[config.mk]
export PLATFORM = sky130hd
export DESIGN_NAME = tmr_bank
export DESIGN_NICKNAME = d
export VERILOG_FILES = /design/src/shared/tmr_pkg.sv /design/src/design/tmr_bank.sv
export VERILOG_INCLUDE_DIRS = /design/src /design/src/shared
export SDC_FILE = /design/constraint.sdc
export NUM_CORES = 1
export LEC_CHECK = 0
export ABC_AREA = 1
export ABC_CLOCK_PERIOD_IN_PS = 1000
export BUFFER_PORTS_ARGS = -buffer_cell sky130_fd_sc_hd__buf_2
export CAP_MARGIN = 5
export CELL_PAD_IN_SITES_DETAIL_PLACEMENT = 0
export CELL_PAD_IN_SITES_GLOBAL_PLACEMENT = 2
export CORE_ASPECT_RATIO = 0.7
export CORE_MARGIN = 2
export CORE_UTILIZATION = 24
export CTS_CLUSTER_DIAMETER = 200
export CTS_CLUSTER_SIZE = 12
export DETAILED_ROUTE_END_ITERATION = 7
export PLACE_DENSITY = 0.77
export SLEW_MARGIN = 15
export SYNTH_ARGS = -nofsm -noshare
export SYNTH_HDL_FRONTEND = slang
export SYNTH_SLANG_ARGS = --single-unit
[constraint.sdc]
create_clock -name core_clk -period 1 [get_ports core_clk]
set_input_delay 0.05 -clock core_clk [delete_from_list [all_inputs] [get_ports core_clk]]
set_output_delay 0.05 -clock core_clk [all_outputs]
set_load 0.02 [all_outputs]
[src/shared/tmr_regs.svh]
// Register offsets, field positions and power-on values of the bank
// How it works
// - Mirror addresses share the primary storage
// - Reserved gaps read zero, writes ignored
// - Local temperature: read-only signed byte
// - Fraction bits 4..3 masked unless filter or enhanced fraction on
// - One-shot write starts conversion only in standby, reads zero
`ifndef TMR_REGS_SVH
`define TMR_REGS_SVH

`define TMR_A_LOCAL_TEMP 8'h00
`define TMR_A_RMT_HIGH 8'h01
`define TMR_A_ALERT_STAT 8'h02
`define TMR_A_CONFIG 8'h03
`define TMR_A_CONV_RATE 8'h04
`define TMR_A_LOCAL_HLIM 8'h05
`define TMR_A_RHLIM_UP 8'h07
`define TMR_A_RLLIM_UP 8'h08
`define TMR_A_CONFIG_M 8'h09
`define TMR_A_CONV_RATE_M 8'h0a
`define TMR_A_LOCAL_HLIM_M 8'h0b
`define TMR_A_RHLIM_UP_M 8'h0d
`define TMR_A_RLLIM_UP_M 8'h0e
`define TMR_A_ONE_SHOT 8'h0f
`define TMR_A_RMT_FRAC 8'h10
`define TMR_A_OFS_UP 8'h11
`define TMR_A_OFS_FRAC 8'h12
`define TMR_A_RHLIM_FRAC 8'h13
`define TMR_A_RLLIM_FRAC 8'h14
`define TMR_A_ALERT_MASK 8'h16
`define TMR_A_CRIT_LIM 8'h19
`define TMR_A_CRIT_HYST 8'h21
`define TMR_A_RSVD_ZERO 8'h30
`define TMR_A_RMT_U_HIGH 8'h31
`define TMR_A_RMT_U_FRAC 8'h32
`define TMR_A_POR_STAT 8'h33

`define TMR_R_CONFIG 8'h00
`define TMR_R_CONV_RATE 8'h80
`define TMR_R_LOCAL_HLIM 8'h46
`define TMR_R_RHLIM_UP 8'h69
`define TMR_R_RLLIM_UP 8'h00
`define TMR_R_OFS 8'h00
`define TMR_R_LIM_FRAC 8'h00
`define TMR_R_ALERT_MASK 8'ha4
`define TMR_R_CRIT_LIM 8'h6e
`define TMR_R_CRIT_HYST 8'h0a

// Writable bits of partially populated registers, and alert-mask bits forced high
`define TMR_M_CONFIG 8'he7
`define TMR_M_CONV_RATE 8'h0f
`define TMR_M_FRAC3 8'he0
`define TMR_M_ALERT_MASK 8'h5b
`define TMR_M_ALERT_ONES 8'ha4
`define TMR_M_CRIT_HYST 8'h7f

// Fraction masks: filter or enhanced fraction on keeps 5 bits, both off keep 3
`define TMR_M_FRAC_FULL 8'hf8
`define TMR_M_FRAC_NOFILT 8'he0
// Standby bit of configuration
`define TMR_B_STANDBY 6

`endif

[src/shared/tmr_pkg.sv]
// Types shared by the thermal monitor register bank
package tmr_pkg;
   typedef struct packed {
      logic [7:0] local_reading_bits;
      logic [7:0] remote_reading_high;
      logic [7:0] remote_reading_frac;
      logic [7:0] remote_unsigned_high;
      logic [7:0] remote_unsigned_frac;
      logic [7:0] alert_status;
      logic [7:0] power_on_status;
   } tmr_meas_t;

   typedef struct packed {
      logic [7:0] configuration;
      logic [7:0] conversion_rate;
      logic [7:0] local_high_limit;
      logic [7:0] remote_high_limit_upper;
      logic [7:0] remote_low_limit_upper;
      logic [7:0] remote_offset_upper;
      logic [7:0] remote_offset_fraction;
      logic [7:0] remote_high_limit_fraction;
      logic [7:0] remote_low_limit_fraction;
      logic [7:0] alert_mask;
      logic [7:0] remote_critical_limit;
      logic [7:0] remote_critical_hysteresis;
   } tmr_ctrl_t;
endpackage

[src/design/tmr_bank.sv]
// Byte-wide register bank of the remote-diode temperature monitor
`timescale 1ns/1ps
`include "tmr_regs.svh"

module tmr_bank
(
   // Clock and reset
   input wire logic core_clk,
   input wire logic rst_n,
   // Register port from the serial interface engine
   input wire logic [7:0] reg_addr,
   input wire logic reg_wr,
   input wire logic [7:0] reg_wdata,
   input wire logic reg_rd,
   output logic [7:0] reg_rdata,
   // Measurement results from the conversion logic
   input wire tmr_pkg::tmr_meas_t meas,
   input wire logic remote_filter_on,
   input wire logic enhanced_fraction_enable,
   // Control to the conversion logic
   output tmr_pkg::tmr_ctrl_t ctrl,
   output logic one_shot_start
);

   tmr_pkg::tmr_ctrl_t next_ctrl;
   logic [7:0] next_rdata;
   logic next_one_shot;
   logic [7:0] frac_mask;

   // Mirror addresses fold onto their primary
   function automatic logic [7:0] fold_addr(input logic [7:0] a);
      logic [7:0] r;
      r = a;
      unique case (a)
         `TMR_A_CONFIG_M: r = `TMR_A_CONFIG;
         `TMR_A_CONV_RATE_M: r = `TMR_A_CONV_RATE;
         `TMR_A_LOCAL_HLIM_M: r = `TMR_A_LOCAL_HLIM;
         `TMR_A_RHLIM_UP_M: r = `TMR_A_RHLIM_UP;
         `TMR_A_RLLIM_UP_M: r = `TMR_A_RLLIM_UP;
         default: r = a;
      endcase
      return r;
   endfunction

   // Fraction bits below the filter's precision are forced low
   always_comb
   begin
      if (remote_filter_on || enhanced_fraction_enable)
         frac_mask = `TMR_M_FRAC_FULL;
      else
         frac_mask = `TMR_M_FRAC_NOFILT;
   end

   // ==========================================================
   // Write path
   always_comb
   begin
      next_ctrl = ctrl;
      next_one_shot = 1'b0;
      if (reg_wr)
      begin
         // Read-only and reserved addresses fall to default
         unique case (fold_addr(reg_addr))
            `TMR_A_CONFIG:
               next_ctrl.configuration = reg_wdata & `TMR_M_CONFIG;
            `TMR_A_CONV_RATE:
               next_ctrl.conversion_rate = reg_wdata & `TMR_M_CONV_RATE;
            `TMR_A_LOCAL_HLIM: next_ctrl.local_high_limit = reg_wdata;
            `TMR_A_RHLIM_UP:
               next_ctrl.remote_high_limit_upper = reg_wdata;
            `TMR_A_RLLIM_UP: next_ctrl.remote_low_limit_upper = reg_wdata;
            `TMR_A_ONE_SHOT:
               // Data discarded; only meaningful in standby
               next_one_shot =
                  ctrl.configuration[`TMR_B_STANDBY];
            `TMR_A_OFS_UP: next_ctrl.remote_offset_upper = reg_wdata;
            `TMR_A_OFS_FRAC:
               next_ctrl.remote_offset_fraction = reg_wdata & `TMR_M_FRAC3;
            `TMR_A_RHLIM_FRAC:
               next_ctrl.remote_high_limit_fraction =
                  reg_wdata & `TMR_M_FRAC3;
            `TMR_A_RLLIM_FRAC:
               next_ctrl.remote_low_limit_fraction =
                  reg_wdata & `TMR_M_FRAC3;
            `TMR_A_ALERT_MASK:
               next_ctrl.alert_mask = (reg_wdata & `TMR_M_ALERT_MASK)
                  | `TMR_M_ALERT_ONES;
            `TMR_A_CRIT_LIM: next_ctrl.remote_critical_limit = reg_wdata;
            `TMR_A_CRIT_HYST:
               next_ctrl.remote_critical_hysteresis =
                  reg_wdata & `TMR_M_CRIT_HYST;
            default: ;
         endcase
      end
   end

   // ==========================================================
   // Read path; data registered on the read strobe
   always_comb
   begin
      next_rdata = reg_rdata;
      if (reg_rd)
      begin
         unique case (fold_addr(reg_addr))
            `TMR_A_LOCAL_TEMP: next_rdata = meas.local_reading_bits;
            `TMR_A_RMT_HIGH: next_rdata = meas.remote_reading_high;
            `TMR_A_ALERT_STAT: next_rdata = meas.alert_status;
            `TMR_A_CONFIG: next_rdata = ctrl.configuration;
            `TMR_A_CONV_RATE: next_rdata = ctrl.conversion_rate;
            `TMR_A_LOCAL_HLIM: next_rdata = ctrl.local_high_limit;
            `TMR_A_RHLIM_UP: next_rdata = ctrl.remote_high_limit_upper;
            `TMR_A_RLLIM_UP: next_rdata = ctrl.remote_low_limit_upper;
            `TMR_A_ONE_SHOT: next_rdata = 8'h00;
            `TMR_A_RMT_FRAC:
               next_rdata = meas.remote_reading_frac & frac_mask;
            `TMR_A_OFS_UP: next_rdata = ctrl.remote_offset_upper;
            `TMR_A_OFS_FRAC: next_rdata = ctrl.remote_offset_fraction;
            `TMR_A_RHLIM_FRAC: next_rdata = ctrl.remote_high_limit_fraction;
            `TMR_A_RLLIM_FRAC: next_rdata = ctrl.remote_low_limit_fraction;
            `TMR_A_ALERT_MASK: next_rdata = ctrl.alert_mask;
            `TMR_A_CRIT_LIM: next_rdata = ctrl.remote_critical_limit;
            `TMR_A_CRIT_HYST: next_rdata = ctrl.remote_critical_hysteresis;
            `TMR_A_RMT_U_HIGH: next_rdata = meas.remote_unsigned_high;
            `TMR_A_RMT_U_FRAC:
               next_rdata = meas.remote_unsigned_frac & frac_mask;
            `TMR_A_POR_STAT: next_rdata = meas.power_on_status;
            // Gaps, including the zero register, read as zero
            default: next_rdata = 8'h00;
         endcase
      end
   end

   // ==========================================================
   // State registers
   always_ff @(posedge core_clk or negedge rst_n)
   begin
      if (!rst_n)
      begin
         ctrl.configuration <= `TMR_R_CONFIG;
         ctrl.conversion_rate <= `TMR_R_CONV_RATE;
         ctrl.local_high_limit <= `TMR_R_LOCAL_HLIM;
         ctrl.remote_high_limit_upper <= `TMR_R_RHLIM_UP;
         ctrl.remote_low_limit_upper <= `TMR_R_RLLIM_UP;
         ctrl.remote_offset_upper <= `TMR_R_OFS;
         ctrl.remote_offset_fraction <= `TMR_R_OFS;
         ctrl.remote_high_limit_fraction <= `TMR_R_LIM_FRAC;
         ctrl.remote_low_limit_fraction <= `TMR_R_LIM_FRAC;
         ctrl.alert_mask <= `TMR_R_ALERT_MASK;
         ctrl.remote_critical_limit <= `TMR_R_CRIT_LIM;
         ctrl.remote_critical_hysteresis <= `TMR_R_CRIT_HYST;
         reg_rdata <= 8'h00;
         one_shot_start <= 1'b0;
      end
      else
      begin
         ctrl <= next_ctrl;
         reg_rdata <= next_rdata;
         one_shot_start <= next_one_shot;
      end
   end

endmodule

==> impl_metrics.env <==
export IMPL_drc=0
export IMPL_ys_ff_latch=81
export IMPL_synth_distinct_cells=37
export IMPL_netlist_area_sq_um=4670
export IMPL_fin_util=0.478
export IMPL_track_usage=0.211
export IMPL_setup_viol=149
export IMPL_ant_nets=0
export IMPL_critical_path_endpoint_type="flop"
export IMPL_dpl_cell_area_sq_um=6980
export IMPL_area_growth_synth_to_final_pct=94.0
export IMPL_nNetsFinal=1040
export IMPL_holdCritPathClass="in -> reg"
export IMPL_rows=42
export IMPL_run_status="finished with violations"
export IMPL_synth_seq_area_share=0.438
export IMPL_period_share=1.48
export IMPL_violations="negative setup slack"
export IMPL_max_freq_ghz=0.675
export IMPL_fin_worst_skew_ns=0.00854
export IMPL_leakage_nw=4.52
export IMPL_ir_drop_mv=0.645
export IMPL_insertion_delay_ns=0.34
export IMPL_syn_instance_count=596
export IMPL_clockRootBuffer="clkbuf_16"
export IMPL_final_cell_mix="nand2_1, buf_6, buf_4"
export IMPL_dr_pass1_iters=5
export IMPL_layout_commonest_cell="nand2_1"
export IMPL_nFillCells=1863
export IMPL_core_area_sq_um=19000
export IMPL_grt_ovfl_total=0
export IMPL_max_cap_violations=0
export IMPL_power_density_nw_per_um2=1050
export IMPL_antenna_found_initial=0
export IMPL_clock_sinks=81
export IMPL_viasPerCell=4.41
export IMPL_vias=5431
export IMPL_die_w_microns=171
export IMPL_die_area_sq_um=20600
export IMPL_cp_start_kind="input pin"
export IMPL_yosysWarnings=0
export IMPL_wl_per_cell_microns=17.5
export IMPL_final_max_slew_viol_count=0
export IMPL_drtIter0Drc=268
export IMPL_drive_gt1_frac=0.546
export IMPL_htree_levels=3
export IMPL_cp_data_required_time_ns=1.27
export IMPL_io_pins=183
export IMPL_grt_pass1_vias=5453
export IMPL_die_y_microns=121
export IMPL_gp_congestion=0.893
export IMPL_cts_made_buffers=9
export IMPL_clk_pin_slew_ns=0.06
export IMPL_fin_area_sq_um=9060
export IMPL_dp_hpwl_mm=16.3
export IMPL_numPortBuffers=152
export IMPL_rsz0062_at_grt="yes"
export IMPL_crit_arrival_ns=1.75
export IMPL_avgSynthCellArea_sq_um=7.84
export IMPL_crit_type="in -> reg"
export IMPL_grt_pass1_wl_mm=32.2
export IMPL_post_route_min_period_ns=1.48
export IMPL_hold_violations=0
export IMPL_initial_core_util=0.246
export IMPL_setup_slack_ns=-0.480
export IMPL_cts_tree="built"
export IMPL_fin_tns_setup_ns=-26.29
export IMPL_path_max_fanout=7
export IMPL_ctsLongestPathBuffers=2
export IMPL_grt_max_degree=33
export IMPL_antenna_cells=0
export IMPL_wl_mm=21.6
logic make-up after synthesis:
family / count (synthesis) / share of synthesized area
AO/OA/AOI/OAI: 98 / 0.130
buffers and inverters: 76 / 0.0889
flip-flops: 81 / 0.438
other: 2 / 0.00161
AND/OR/NAND/NOR: 339 / 0.341
sequential cells by signal, indices dropped and copies added (netlist names):
register and cells:
reg_rdata 8, ctrl 72, one_shot_start 1
metal layers:
| layer | track usage | vias to the layer above | share of wire |
|---|---|---|---|
| met5 | 0 | - | 0 |
| met2 | 0.306 | 155 | 0.42 |
| met3 | 0.0426 | 18 | 0.055 |
| li1 | - | 2661 | - |
| met1 | 0.322 | 2597 | 0.51 |
| met4 | 0.0390 | 0 | 0.0084 |
metrics by stage:
step | worst slack (ns) | hold slack, ns | std cells | power (mW)
2_1_floorplan | -0.537 | -0.246 | 618 | 4.45
3_3_place_gp | -0.961 | -0.0534 | 1151 | 5.44
3_5_place_dp | -1.02 | -0.0569 | 1151 | 5.44
4_1_cts | -0.439 | 0.0784 | 1205 | 9.42
5_1_grt | -0.565 | 0.115 | 1231 | 9.86
6_report | -0.480 | 0.0983 | 1231 | 9.49
cells in the mapped netlist:
| cell | instances | share of area |
|---|---|---|
| nand2_4 | 4 | 0.0096 |
| a21boi_0 | 3 | 0.0048 |
| nand3_4 | 1 | 0.0038 |
| buf_4 | 26 | 0.042 |
| nor2_8 | 1 | 0.0043 |
| dfstp_2 | 15 | 0.084 |
| a221oi_1 | 1 | 0.0019 |
| nor4_4 | 1 | 0.0046 |
| nor3_4 | 1 | 0.0035 |
| nand3_1 | 52 | 0.056 |
| o22a_1 | 1 | 0.0019 |
| conb_1 | 2 | 0.0016 |
| or2_2 | 1 | 0.0013 |
| nor3_1 | 4 | 0.0043 |
| a311oi_1 | 1 | 0.0019 |
| o21ai_2 | 15 | 0.028 |
| nand2_2 | 11 | 0.015 |
| dfrtp_1 | 66 | 0.35 |
| and3_1 | 1 | 0.0013 |
| nand3_2 | 5 | 0.011 |
| buf_2 | 2 | 0.0021 |
| nor2_4 | 8 | 0.019 |
| nor2_2 | 8 | 0.011 |
| o21a_1 | 6 | 0.0096 |
| o2111ai_1 | 1 | 0.0019 |
| nand4_1 | 7 | 0.0094 |
| a22oi_1 | 8 | 0.013 |
| a21oi_1 | 6 | 0.0064 |
| clkbuf_1 | 2 | 0.0016 |
| buf_6 | 4 | 0.0096 |
| nor2_1 | 40 | 0.032 |
| inv_1 | 34 | 0.027 |
| nand2_1 | 194 | 0.16 |
| a22o_1 | 1 | 0.0019 |
| inv_2 | 8 | 0.0064 |
| o21ai_1 | 22 | 0.024 |
| o21ai_0 | 33 | 0.035 |
worst paths after layout:
kind | cells after the start | to | slack, ns | startpoint
min | 4 | ctrl[13]$_DFFE_PN1P_ | 0.1 | reg_wdata[5]
max | 18 | reg_rdata[2]$_DFFE_PN0P_ | -0.48 | reg_addr[6]
min reg2reg | 2 | reg_rdata[7]$_DFFE_PN0P_ | 0.48 | reg_rdata[7]$_DFFE_PN0P_
min in group asynchronous | 2 | ctrl[60]$_DFFE_PN0P_ | 0.13 | rst_n
max in group asynchronous | 3 | ctrl[69]$_DFFE_PN1P_ | 0.31 | rst_n
max reg2reg | 7 | reg_rdata[3]$_DFFE_PN0P_ | -0.21 | ctrl[67]$_DFFE_PN1P_
report_power, final:
group / switching (mW) / total (mW) / internal (mW) / leakage (nW)
Sequential: 0.147 / 3.63 / 3.49 / 1.05
Clock: 1.40 / 3.40 / 2.00 / 0.142
Combinational: 1.23 / 2.46 / 1.23 / 3.33
worst max-delay path: stages:
cell	delay [ns]
buf_12	0.11
inv_12	0.05
nand2_8	0.04
nor2_4	0.11
buf_12	0.14
nand2_1	0.09
nand3_4	0.10
nand2_4	0.09
nor2_4	0.19
nand2_2	0.12
nor2_4	0.16
buf_12	0.13
nand2_1	0.05
nand2_1	0.05
nor2_1	0.05
nand3_1	0.08
nand2_1	0.05
nand2_1	0.07
layout make-up:
cell class / count / area (sq um) / share of cell area
repair buffers: 365 / 3350 / 0.370
multi-input cells: 463 / 2810 / 0.310
flip-flops and latches: 81 / 2050 / 0.226
well taps: 264 / 330 / 0.0364
clock buffers: 11 / 243 / 0.0268
inverters: 42 / 224 / 0.0247
clock inverters: 5 / 55.1 / 0.00607
timing repair:
action | 4_1_cts | 5_1_grt
cloned | 3 | 1
endpoints found under the setup margin | 149 | 150
resized for setup | 304 | 69
buffers inserted | 32 | 29
endpoints found under the hold margin | 72 | 0
hold buffers | 5 | 0
pin swaps | 36 | 21
Note: power is estimated with default switching activity, not from simulation.
